File: src/rtl/adc_ctl_pkg.sv
// shared constants and types for the dual converter conversion control
package adc_ctl_pkg;
    localparam int unsigned CLK_MHZ = 200;
    localparam int unsigned DATA_W  = 16;
    localparam int unsigned ACC_W   = 18;
    localparam int unsigned CNT_W   = 18;
    localparam int unsigned FIFO_DEPTH = 16;

    // data_ready_delay: internal conversion time
    localparam int unsigned CONV_NS      = 250;
    localparam int unsigned RST_MIN_NS   = 40;
    localparam int unsigned PD_MIN_NS    = 2000;
    localparam int unsigned RST_WAKE_NS  = 1000;
    localparam int unsigned PD_WAKE_NS   = 1000000;

    localparam logic [CNT_W-1:0] CONV_CYC =
        CNT_W'((CONV_NS * CLK_MHZ + 999) / 1000);
    localparam logic [CNT_W-1:0] RST_MIN_CYC =
        CNT_W'((RST_MIN_NS * CLK_MHZ + 999) / 1000);
    localparam logic [CNT_W-1:0] PD_MIN_CYC =
        CNT_W'((PD_MIN_NS * CLK_MHZ + 999) / 1000);
    localparam logic [CNT_W-1:0] RST_WAKE_CYC =
        CNT_W'((RST_WAKE_NS * CLK_MHZ + 999) / 1000);
    localparam int unsigned PD_WAKE_CYC =
        (PD_WAKE_NS * CLK_MHZ + 999) / 1000;

    // averaging_config codes
    localparam logic [1:0] AVG_TWO     = 2'h2;
    localparam logic [1:0] AVG_FOUR    = 2'h3;
    localparam logic [1:0] AVG_DEFAULT = 2'h0;
    localparam logic       WIDE_DEFAULT = 1'b0;

    // synchronised pin bundle layout
    localparam int unsigned PIN_N   = 4;
    localparam int unsigned PIN_CST = 0;
    localparam int unsigned PIN_PD  = 1;
    localparam int unsigned PIN_CS  = 2;
    localparam int unsigned PIN_SCK = 3;
    localparam logic [PIN_N-1:0] PIN_RESET = 4'h6;

    typedef enum logic [1:0] {
        ST_ACQ  = 2'h0,
        ST_CNV  = 2'h1,
        ST_LOW  = 2'h3,
        ST_WAKE = 2'h2
    } state_type;
endpackage

File: src/rtl/pin_sync.sv
// two flip-flop synchroniser for a bundle of pins
`timescale 1ns/1ps
`default_nettype none
module pin_sync #(
    parameter int unsigned     WIDTH     = 1,
    parameter logic [WIDTH-1:0] RESET_VAL = '0
) (
    input  wire logic             core_clk_i,
    input  wire logic             rstn_i,
    input  wire logic [WIDTH-1:0] async_i,
    output logic      [WIDTH-1:0] sync_o
);
    logic [WIDTH-1:0] meta_q;
    logic [WIDTH-1:0] sync_q;

    always_ff @(posedge core_clk_i or negedge rstn_i) begin
        if (!rstn_i) begin
            meta_q <= RESET_VAL;
            sync_q <= RESET_VAL;
        end else begin
            meta_q <= async_i;
            sync_q <= meta_q;
        end
    end

    assign sync_o = sync_q;
endmodule // pin_sync
`default_nettype wire

File: src/rtl/word_fifo.sv
// synchronous fifo with valid/ready on both sides
`timescale 1ns/1ps
`default_nettype none
module word_fifo #(
    parameter int unsigned WIDTH = 32,
    parameter int unsigned DEPTH = 16
) (
    input  wire logic             core_clk_i,
    input  wire logic             rstn_i,
    input  wire logic             flush_i,
    input  wire logic             in_valid_i,
    output logic                  in_ready_o,
    input  wire logic [WIDTH-1:0] in_data_i,
    output logic                  out_valid_o,
    input  wire logic             out_ready_i,
    output logic      [WIDTH-1:0] out_data_o
);
    localparam int unsigned AW = $clog2(DEPTH);

    logic [WIDTH-1:0] mem_q [DEPTH];
    logic [AW:0]      wr_q;
    logic [AW:0]      rd_q;

    wire full_w  = (wr_q[AW] != rd_q[AW]) &&
                   (wr_q[AW-1:0] == rd_q[AW-1:0]);
    wire empty_w = (wr_q == rd_q);
    wire push_w  = in_valid_i && !full_w;
    wire pop_w   = out_ready_i && !empty_w;

    assign in_ready_o  = !full_w;
    assign out_valid_o = !empty_w;
    assign out_data_o  = mem_q[rd_q[AW-1:0]];

    always_ff @(posedge core_clk_i) begin
        if (push_w) begin
            mem_q[wr_q[AW-1:0]] <= in_data_i;
        end
    end

    always_ff @(posedge core_clk_i or negedge rstn_i) begin
        if (!rstn_i) begin
            wr_q <= '0;
            rd_q <= '0;
        end else if (flush_i) begin
            wr_q <= '0;
            rd_q <= '0;
        end else begin
            wr_q <= wr_q + (AW+1)'(push_w);
            rd_q <= rd_q + (AW+1)'(pop_w);
        end
    end
endmodule // word_fifo
`default_nettype wire

File: src/rtl/adc_conv_ctrl.sv
// conversion control, averaging and serial readout of a dual converter
// Overview of operation
// - code 10b outputs mean of two samples
// - two-sample ready follows second start edge
// - code 11b outputs mean of four samples
// - four-sample ready follows fourth start edge
// - four-sample result is sum divided by four
// - acquisition after reset, wake, conversion done
// - reset falling aborts; start rise converts
// - conversion timed by internal clock only
// - short low pulse resets, config to defaults
// - long low pulse powers down, defaults
// - release from power-down waits wake delay
// - default readout is mode-0 dual lane
// - zero-latency select waits for ready
// - zero-latency frame shifts current sample
// - wide-read frame shifts previous sample
// - shared pin: low when selected or in wide read, else ready
`timescale 1ns/1ps
`default_nettype none
module adc_conv_ctrl #(
    parameter int unsigned PD_WAKE_CYCLES = adc_ctl_pkg::PD_WAKE_CYC
) (
    input  wire logic        core_clk_i,
    input  wire logic        rstn_i,
    input  wire logic        conversion_start_i,
    input  wire logic        powerdown_reset_n_i,
    input  wire logic        cs_n_i,
    input  wire logic        sclk_i,
    input  wire logic [15:0] sample_a_i,
    input  wire logic [15:0] sample_b_i,
    input  wire logic        config_write_i,
    input  wire logic [1:0]  average_count_select_i,
    input  wire logic        wide_read_i,
    output logic             ready_strobe_o,
    output logic             sdo_a_o,
    output logic             sdo_b_o,
    output logic             sdo_oe_o,
    output logic             acquiring_o,
    output logic             converting_o,
    output logic             powered_down_o,
    output logic [1:0]       averaging_config_o,
    output logic             wide_read_o
);
    localparam int unsigned DW  = adc_ctl_pkg::DATA_W;
    localparam int unsigned AW  = adc_ctl_pkg::ACC_W;
    localparam int unsigned CW  = adc_ctl_pkg::CNT_W;
    localparam int unsigned CST = adc_ctl_pkg::PIN_CST;
    localparam int unsigned PD  = adc_ctl_pkg::PIN_PD;
    localparam int unsigned CS  = adc_ctl_pkg::PIN_CS;
    localparam int unsigned SCK = adc_ctl_pkg::PIN_SCK;
    localparam logic [CW-1:0] PD_WAKE_C = CW'(PD_WAKE_CYCLES - 1);
    localparam int CONV_D  = int'(adc_ctl_pkg::CONV_CYC);
    localparam int CONV_M1 = CONV_D - 1;

    // pin sampling and edge detection
    logic [adc_ctl_pkg::PIN_N-1:0] pin_s;
    logic [adc_ctl_pkg::PIN_N-1:0] pin_q;

    pin_sync #(
        .WIDTH     (adc_ctl_pkg::PIN_N),
        .RESET_VAL (adc_ctl_pkg::PIN_RESET)
    ) u_pin_sync (
        .core_clk_i (core_clk_i),
        .rstn_i     (rstn_i),
        .async_i    ({sclk_i, cs_n_i, powerdown_reset_n_i,
                      conversion_start_i}),
        .sync_o     (pin_s)
    );

    always_ff @(posedge core_clk_i or negedge rstn_i) begin
        if (!rstn_i) begin
            pin_q <= adc_ctl_pkg::PIN_RESET;
        end else begin
            pin_q <= pin_s;
        end
    end

    wire cst_rise_w = pin_s[CST] & ~pin_q[CST];
    wire pd_fall_w  = ~pin_s[PD] & pin_q[PD];
    wire pd_rise_w  = pin_s[PD] & ~pin_q[PD];
    wire cs_fall_w  = ~pin_s[CS] & pin_q[CS];
    wire sck_fall_w = ~pin_s[SCK] & pin_q[SCK];
    wire cs_low_w   = ~pin_s[CS];
    // device state
    adc_ctl_pkg::state_type st_q;
    adc_ctl_pkg::state_type st_d;
    logic [CW-1:0] cnt_q;
    logic [CW-1:0] cnt_d;
    logic          pend_q;
    logic [1:0]    avg_q;
    logic          wide_q;
    logic [1:0]    grp_q;
    logic          ready_q;
    wire in_acq_w  = (st_q == adc_ctl_pkg::ST_ACQ);
    wire in_cnv_w  = (st_q == adc_ctl_pkg::ST_CNV);
    wire in_low_w  = (st_q == adc_ctl_pkg::ST_LOW);
    wire in_wake_w = (st_q == adc_ctl_pkg::ST_WAKE);
    // conversion length comes from the core clock, not from sclk
    wire conv_done_w = in_cnv_w &&
        (cnt_q == adc_ctl_pkg::CONV_CYC - 1'b1);
    wire short_low_w = (cnt_q < adc_ctl_pkg::RST_MIN_CYC);
    wire pd_reached_w = (cnt_q >= adc_ctl_pkg::PD_MIN_CYC);
    // a pulse that ends on this edge is still a glitch
    wire cfg_clear_w = in_low_w && !pd_rise_w &&
        (cnt_q == adc_ctl_pkg::RST_MIN_CYC - 1'b1);
    // a result waiting for fifo room holds off new conversions
    wire start_ok_w = cst_rise_w && !pend_q;
    always_comb begin
        st_d  = st_q;
        cnt_d = cnt_q;
        case (st_q)
            adc_ctl_pkg::ST_ACQ: begin
                if (pd_fall_w) begin
                    st_d  = adc_ctl_pkg::ST_LOW;
                    cnt_d = '0;
                end else if (start_ok_w) begin
                    st_d  = adc_ctl_pkg::ST_CNV;
                    cnt_d = '0;
                end
            end
            adc_ctl_pkg::ST_CNV: begin
                // start edges inside a conversion are ignored
                if (pd_fall_w) begin
                    st_d  = adc_ctl_pkg::ST_LOW;
                    cnt_d = '0;
                end else if (conv_done_w) begin
                    st_d  = adc_ctl_pkg::ST_ACQ;
                    cnt_d = '0;
                end else begin
                    cnt_d = cnt_q + 1'b1;
                end
            end
            adc_ctl_pkg::ST_LOW: begin
                if (pd_rise_w) begin
                    if (short_low_w) begin
                        st_d  = adc_ctl_pkg::ST_ACQ;
                        cnt_d = '0;
                    end else if (pd_reached_w) begin
                        st_d  = adc_ctl_pkg::ST_WAKE;
                        cnt_d = PD_WAKE_C;
                    end else begin
                        st_d  = adc_ctl_pkg::ST_WAKE;
                        cnt_d = adc_ctl_pkg::RST_WAKE_CYC - 1'b1;
                    end
                end else if (!pd_reached_w) begin
                    cnt_d = cnt_q + 1'b1;
                end
            end
            adc_ctl_pkg::ST_WAKE: begin
                if (pd_fall_w) begin
                    st_d  = adc_ctl_pkg::ST_LOW;
                    cnt_d = '0;
                end else if (cnt_q == '0) begin
                    st_d = adc_ctl_pkg::ST_ACQ;
                end else begin
                    cnt_d = cnt_q - 1'b1;
                end
            end
            default: begin
                st_d  = adc_ctl_pkg::ST_ACQ;
                cnt_d = '0;
            end
        endcase
    end
    always_ff @(posedge core_clk_i or negedge rstn_i) begin
        if (!rstn_i) begin
            st_q  <= adc_ctl_pkg::ST_ACQ;
            cnt_q <= '0;
        end else begin
            st_q  <= st_d;
            cnt_q <= cnt_d;
        end
    end
    // configuration; a qualified low pulse restores defaults
    always_ff @(posedge core_clk_i or negedge rstn_i) begin
        if (!rstn_i) begin
            avg_q  <= adc_ctl_pkg::AVG_DEFAULT;
            wide_q <= adc_ctl_pkg::WIDE_DEFAULT;
        end else if (cfg_clear_w) begin
            avg_q  <= adc_ctl_pkg::AVG_DEFAULT;
            wide_q <= adc_ctl_pkg::WIDE_DEFAULT;
        end else if (config_write_i) begin
            avg_q  <= average_count_select_i;
            wide_q <= wide_read_i;
        end
    end
    // averaging group bookkeeping; code 01 behaves as no averaging
    wire [1:0] grp_end_w =
        (avg_q == adc_ctl_pkg::AVG_FOUR) ? 2'h3 :
        (avg_q == adc_ctl_pkg::AVG_TWO)  ? 2'h1 : 2'h0;
    wire [1:0] shift_w =
        (avg_q == adc_ctl_pkg::AVG_FOUR) ? 2'h2 :
        (avg_q == adc_ctl_pkg::AVG_TWO)  ? 2'h1 : 2'h0;
    wire grp_last_w  = (grp_q == grp_end_w);
    wire grp_done_w  = conv_done_w && grp_last_w;
    wire grp_reset_w = cfg_clear_w || config_write_i || pd_fall_w;

    always_ff @(posedge core_clk_i or negedge rstn_i) begin
        if (!rstn_i) begin
            grp_q <= '0;
        end else if (grp_reset_w) begin
            grp_q <= '0;
        end else if (conv_done_w) begin
            grp_q <= grp_last_w ? 2'h0 : grp_q + 2'h1;
        end
    end
    // per channel accumulate and mean
    logic [DW-1:0] samp_w [2];
    logic [DW-1:0] res_q  [2];
    logic [AW-1:0] acc_q  [2];

    assign samp_w[0] = sample_a_i;
    assign samp_w[1] = sample_b_i;

    for (genvar ch = 0; ch < 2; ch++) begin : g_ch
        wire signed [AW-1:0] base_w =
            (grp_q == 2'h0) ? '0 : signed'(acc_q[ch]);
        wire signed [AW-1:0] sum_w =
            base_w + AW'(signed'(samp_w[ch]));
        // arithmetic shift floors negative means
        wire signed [AW-1:0] mean_w = sum_w >>> shift_w;

        always_ff @(posedge core_clk_i or negedge rstn_i) begin
            if (!rstn_i) begin
                acc_q[ch] <= '0;
                res_q[ch] <= '0;
            end else if (conv_done_w) begin
                acc_q[ch] <= sum_w;
                if (grp_last_w) begin
                    res_q[ch] <= mean_w[DW-1:0];
                end
            end
        end
    end
    // finished result waits here until the fifo takes it
    logic          fifo_in_ready;
    logic          fifo_out_valid;
    logic [2*DW-1:0] fifo_out_data;

    always_ff @(posedge core_clk_i or negedge rstn_i) begin
        if (!rstn_i) begin
            pend_q <= 1'b0;
        end else begin
            pend_q <= grp_done_w ||
                (pend_q && !fifo_in_ready && !cfg_clear_w);
        end
    end

    word_fifo #(
        .WIDTH (2 * DW),
        .DEPTH (adc_ctl_pkg::FIFO_DEPTH)
    ) u_result_fifo (
        .core_clk_i  (core_clk_i),
        .rstn_i      (rstn_i),
        .flush_i     (cfg_clear_w),
        .in_valid_i  (pend_q),
        .in_ready_o  (fifo_in_ready),
        .in_data_i   ({res_q[0], res_q[1]}),
        .out_valid_o (fifo_out_valid),
        .out_ready_i (cs_fall_w),
        .out_data_o  (fifo_out_data)
    );
    // ready: set by a finished group, cleared by select or reset
    always_ff @(posedge core_clk_i or negedge rstn_i) begin
        if (!rstn_i) begin
            ready_q <= 1'b0;
        end else begin
            ready_q <= grp_done_w ||
                (ready_q && !cs_fall_w && !pd_fall_w);
        end
    end

    // serial readout, mode 0: launch on sclk fall, msb first
    logic [2*DW-1:0] last_q;
    logic [DW-1:0]   sh_q [2];

    // empty fifo repeats the last word handed out
    wire [2*DW-1:0] head_w =
        fifo_out_valid ? fifo_out_data : last_q;

    always_ff @(posedge core_clk_i or negedge rstn_i) begin
        if (!rstn_i) begin
            last_q <= '0;
        end else if (cs_fall_w) begin
            last_q <= head_w;
        end
    end

    for (genvar ln = 0; ln < 2; ln++) begin : g_lane
        wire [DW-1:0] load_w = head_w[(2-ln)*DW-1 -: DW];

        always_ff @(posedge core_clk_i or negedge rstn_i) begin
            if (!rstn_i) begin
                sh_q[ln] <= '0;
            end else if (cs_fall_w) begin
                sh_q[ln] <= load_w;
            end else if (sck_fall_w && cs_low_w) begin
                sh_q[ln] <= {sh_q[ln][DW-2:0], 1'b0};
            end
        end
    end

    assign sdo_a_o  = sh_q[0][DW-1];
    assign sdo_b_o  = sh_q[1][DW-1];
    assign sdo_oe_o = cs_low_w;

    // strobe is held low while selected or in wide read
    assign ready_strobe_o =
        ready_q && !cs_low_w && !wide_q;

    assign acquiring_o        = in_acq_w;
    assign converting_o       = in_cnv_w;
    assign powered_down_o     = in_low_w && pd_reached_w;
    assign averaging_config_o = avg_q;
    assign wide_read_o        = wide_q;
endmodule // adc_conv_ctrl
`default_nettype wire

File: config.mk
export PLATFORM = sky130hd
export DESIGN_NAME = adc_conv_ctrl
export DESIGN_NICKNAME = d
export VERILOG_FILES = /design/src/rtl/adc_ctl_pkg.sv /design/src/rtl/pin_sync.sv /design/src/rtl/word_fifo.sv /design/src/rtl/adc_conv_ctrl.sv
export SDC_FILE = /design/constraint.sdc
export NUM_CORES = 1
export LEC_CHECK = 0
export ABC_CLOCK_PERIOD_IN_PS = 7800
export BUFFER_PORTS_ARGS = -buffer_cell sky130_fd_sc_hd__buf_4
export CAP_MARGIN = 10
export CORE_AREA = 10 10 215 268
export DETAILED_ROUTE_END_ITERATION = 10
export DIE_AREA = 0 0 225 278
export GPL_TIMING_DRIVEN = 0
export PLACE_DENSITY = 0.76
export SLEW_MARGIN = 20
export SYNTH_ARGS = -nofsm -noshare
export SYNTH_HDL_FRONTEND = slang
export SYNTH_HIERARCHICAL = 1
export SYNTH_SLANG_ARGS = --single-unit
File: constraint.sdc
create_clock -name core_clk_i -period 7.8 [get_ports core_clk_i]
set_input_delay 1.17 -clock core_clk_i [delete_from_list [all_inputs] [get_ports core_clk_i]]
set_output_delay 1.17 -clock core_clk_i [all_outputs]
set_load 0.005 [all_outputs]
==> impl_summary.md <==
Setup path
The type of destination of the critical path is a flop. The standard cell with the maximum stage delay on the critical path is o311ai_1. Walking the worst path, the cells encountered are inv_1 > ha_1 > clkbuf_1 > clkbuf_1 > nor2b_1 > ha_1 > fa_1 > a211oi_1 > o21a_1 > o211a_1 > nor2_1 > o311ai_1 > mux2i_1 > o21ai_0. The maximum fanout encountered on the critical timing path is 10. The slack of the worst reg-to-reg path is 3.02 ns. STA classifies the critical path startpoint as a flop.

Data arrives at the worst endpoint at 5.30 ns. Measured in cells, the most critical reg-to-reg path has a length of 14. The worst register-to-register path begins at grp_q[0]. The highest cell delay on the worst timing path is 0.77 ns. The critical path in this run is classified as flop to flop.

Data on the critical path is required at its endpoint by 8.32 ns. The critical register-to-register path endpoint is res_q[13].

Place
The number of port buffers is 51. The post-detailed-placement half-perimeter wirelength is 57980 um. The global placer's final weighted congestion is 0.9330.

Logic synthesis
The warning count from the yosys run is 6. Counting flops and latches in the post-synthesis netlist gives 693. After synthesis, the share of flip-flops with an asynchronous set or reset is 0.2612. When the netlist entered floorplanning its net count stood at 2323. Averaged over all synthesized cells, the footprint is 13.92 um2.

Among all flip-flop cells after synthesis, the most frequent one is edfxtp_1. The synthesized netlist occupies a cell area of 31080 um2. The part of the Yosys area used for sequential elements is 0.6407. Yosys mapped the design onto 81 distinct sky130hd cell types. Counting flops with a built-in enable in the synthesized netlist gives 512. After technology mapping, the gate count stands at 2232.

Run
The number of maximum-capacitance constraint violations is 0.

Routing
The average vias per placed instance is 6.459. The first routing iteration left 2112 violations. In this run the remaining antenna-violating nets after routing total 0. The via count is 20.41k. The first TritonRoute pass finished after 5 iterations. The total routed wirelength is 81080 um. For this run, design rule violations remaining after detail routing come to 0.

The per-cell routed wire length is 25.66 um.

Timing
The count of endpoints failing setup in the final report is 0. The clock period could shrink to 4.776 ns. The worst pin sits at a relative slew slack of 0.3213. The final hold violation count is 0. For the final database, setup skew stands at 0.03042 ns. The actual slew at the worst max-slew pin is 1.018 ns.

Setup repair after global routing left no endpoint under its margin. The timing-limited maximum frequency is 0.2094 GHz. Of the available clock period, the critical path in the final layout requires 0.6123. The final count of pins violating max slew is 0.

Final layout
Measured on the finished design, the core utilization comes to 0.6729. In the final layout, the multi-input gates occupy 10430 um2. The total of fill cells in the finished design is 3585. Summing all flip-flop and latch instances after layout gives 19910 um2. The library cell used most frequently in the layout, excluding fill and tap cells, is edfxtp_1. The area growth from synthesis to final layout is 13.33%. In the final layout, the share of cells above drive strength 1 is 0.1632. The library cells used most frequently in the layout, excluding fill and tap cells, are edfxtp_1, nand2_1, o21ai_0, mux2i_1, dfrtp_1. The number of nets in the layout is 2530. The number of antenna diodes is 0.

Die
The floorplan has 94 rows. The core region is 52340 um2. The height of the die is 278 um. The initial utilization of the core area, before any placement, comes to 0.5938. The area of the die is 62550 um2. The boundary pin count is 52. The width of the die is 225 um.

Hold path
The launch instance of the worst min-delay path is u_pin_sync/meta_q[2]. The path with the worst hold slack has its endpoint at u_pin_sync/sync_o[2]. The number of cells on the worst hold path is 0.

The path class of the tightest hold or removal check is flop to flop.

Power and ir drop
Of the total power, combinational logic draws 0.265. The proportion of power drawn by flip-flops and latches is 0.422. The switching power summed over all nets is 3.177 mW. Of the total power, the share spent switching nets is 0.3090. The share of total power dissipated in the clock network is 0.313. The power density normalized to cell area is 291.9 nW/um2.

The analysis attributes to cell leakage a power of 14.06 nW. Summing internal, switching and leakage power gives 10.28 mW. The internal power is 7.103 mW. The worst-case IR drop observed on VDD is 0.0001841 V.

Run status
The flow ran to the end, and the final reports show no timing, DRC or antenna violations.

GRT
The total routing usage reported by global routing is 0.2613. For this run the aggregate overflow at the end of global routing stands at 0. The first global-routing pass estimated 124700 um of wire.

Entering global routing, the biggest net connects 92 pins. The number of global-route vias before repair is 20.92k. The number of antenna violations at the first check in global routing is 1.

Clocking
Buffers inserted during clock tree synthesis total 69. The number of hold-repair buffers added at the cts stage is 0. Clock-pin slew was measured on the worst setup and hold paths at 0.06 ns. The clock insertion delay at the later pin of the skew report is 0.61 ns. After clock tree synthesis, the repair step resized 0 gates. The cell sitting at the root of the clock tree is a clkbuf_16. The level count of the clock H-tree is 3. The deepest clock path buffer count is 3.

TritonCTS built the clock tree. CTS saw 693 sinks. In this run the post-CTS setup repair buffer count came out at 0.
synthesized netlist by cell type (39+ instances only):
cell,n,area [um2]
a21oi_1,61,305.3
nor3_1,46,230.2
nor2_1,68,255.2
nor2b_1,49,306.5
dfrtp_1,175,4379
mux4_2,64,1441
clkbuf_1,82,307.8
a221oi_1,64,560.5
nand2_1,198,743.2
ha_1,47,588.1
o21ai_0,176,880.8
inv_1,39,146.4
edfxtp_1,512,15370
mux2i_1,175,1752
layer usage:
layer  up-vias  wire, um  track usage  share of wire
met4         0      3155       0.1116          0.039
met2       869     41410       0.4481           0.51
met5         -         0            0              0
met1     10290     31230       0.3261           0.39
met3       189      5276      0.03757          0.065
li1       9065         -            -              -
area by class of cell:
| cell class | instances | share of cell area |
|---|---|---|
| flip-flops and latches | 693 | 0.5654 |
| multi-input cells | 1363 | 0.2961 |
| clock buffers | 92 | 0.05393 |
| repair buffers | 136 | 0.02938 |
| well taps | 672 | 0.02387 |
| plain buffers | 136 | 0.01982 |
| clock inverters | 28 | 0.007283 |
| inverters | 40 | 0.004263 |
worst max-delay path: cells and delay by family (launching register included):
kind                     cells  cell delay (ns)
flip-flops                   1             0.43
AO/OA/AOI/OAI                5             1.82
multiplexers                 1             0.16
AND/OR/NAND/NOR              2             0.21
adder cells (fa/ha/maj)      3             0.92
buffers and inverters        3             1.17
flip-flops by register name (all words and copies together) (netlist names):
| signal | count |
|---|---|
| u_result_fifo/mem_q | 512 |
| acc_q | 36 |
| last_q | 32 |
| res_q | 32 |
| sh_q | 30 |
| cnt_q | 18 |
| u_result_fifo/rd_q | 5 |
| u_result_fifo/wr_q | 5 |
| pin_q | 4 |
| u_pin_sync/meta_q | 4 |
| u_pin_sync/sync_o | 4 |
| averaging_config_o | 2 |
| grp_q | 2 |
| st_q | 2 |
| pend_q | 1 |
| ready_q | 1 |
| sdo_a_o | 1 |
| sdo_b_o | 1 |
| wide_read_o | 1 |
power groups by stage:
stage	Clock [mW]	Combinational (mW)	Sequential, mW
floorplan	0	1.91	4.34
global placement	0	2.62	4.39
detailed placement	0	2.69	4.40
CTS	3.25	2.71	4.34
global route	3.39	2.94	4.36
finish	3.21	2.73	4.34
kinds of logic after synthesis:
kind of cell / Yosys count / share of synthesized area
and+or+nand+nor: 479 / 0.07460
DFF: 693 / 0.6407
muxes: 258 / 0.1096
adders and majority gates: 49 / 0.02021
AOI/OAI and AO/OA: 533 / 0.1147
xor gates and xnor gates: 44 / 0.01284
buffers and inverters: 176 / 0.02730
how the worst max path moves through the flow:
stage,startpoint,slack [ns],cells after the start,to
floorplan,u_result_fifo/rd_q[0],2.79,6,u_result_fifo/mem_q[4][0]
global placement,u_result_fifo/rd_q[3],-0.25,6,u_result_fifo/mem_q[7][19]
detailed placement,grp_q[0],3.04,14,res_q[13]
CTS,grp_q[0],3.04,14,res_q[12]
global route,grp_q[0],2.83,14,res_q[12]
finish,grp_q[0],3.02,14,res_q[13]
metrics by stage:
stage	setup TNS, ns	instances	setup slack [ns]	hold slack, ns	area [um2]
floorplan	0	2232	2.788	0.3312	31080
global placement	-32.18	2955	-0.2537	0.3396	32300
detailed placement	0	3040	3.043	0.3370	33060
CTS	0	3160	3.040	0.3335	35210
global route	0	3160	2.828	0.3423	35220
finish	0	3160	3.024	0.3530	35220
No activity file was read; power rests on OpenSTA's default activity.
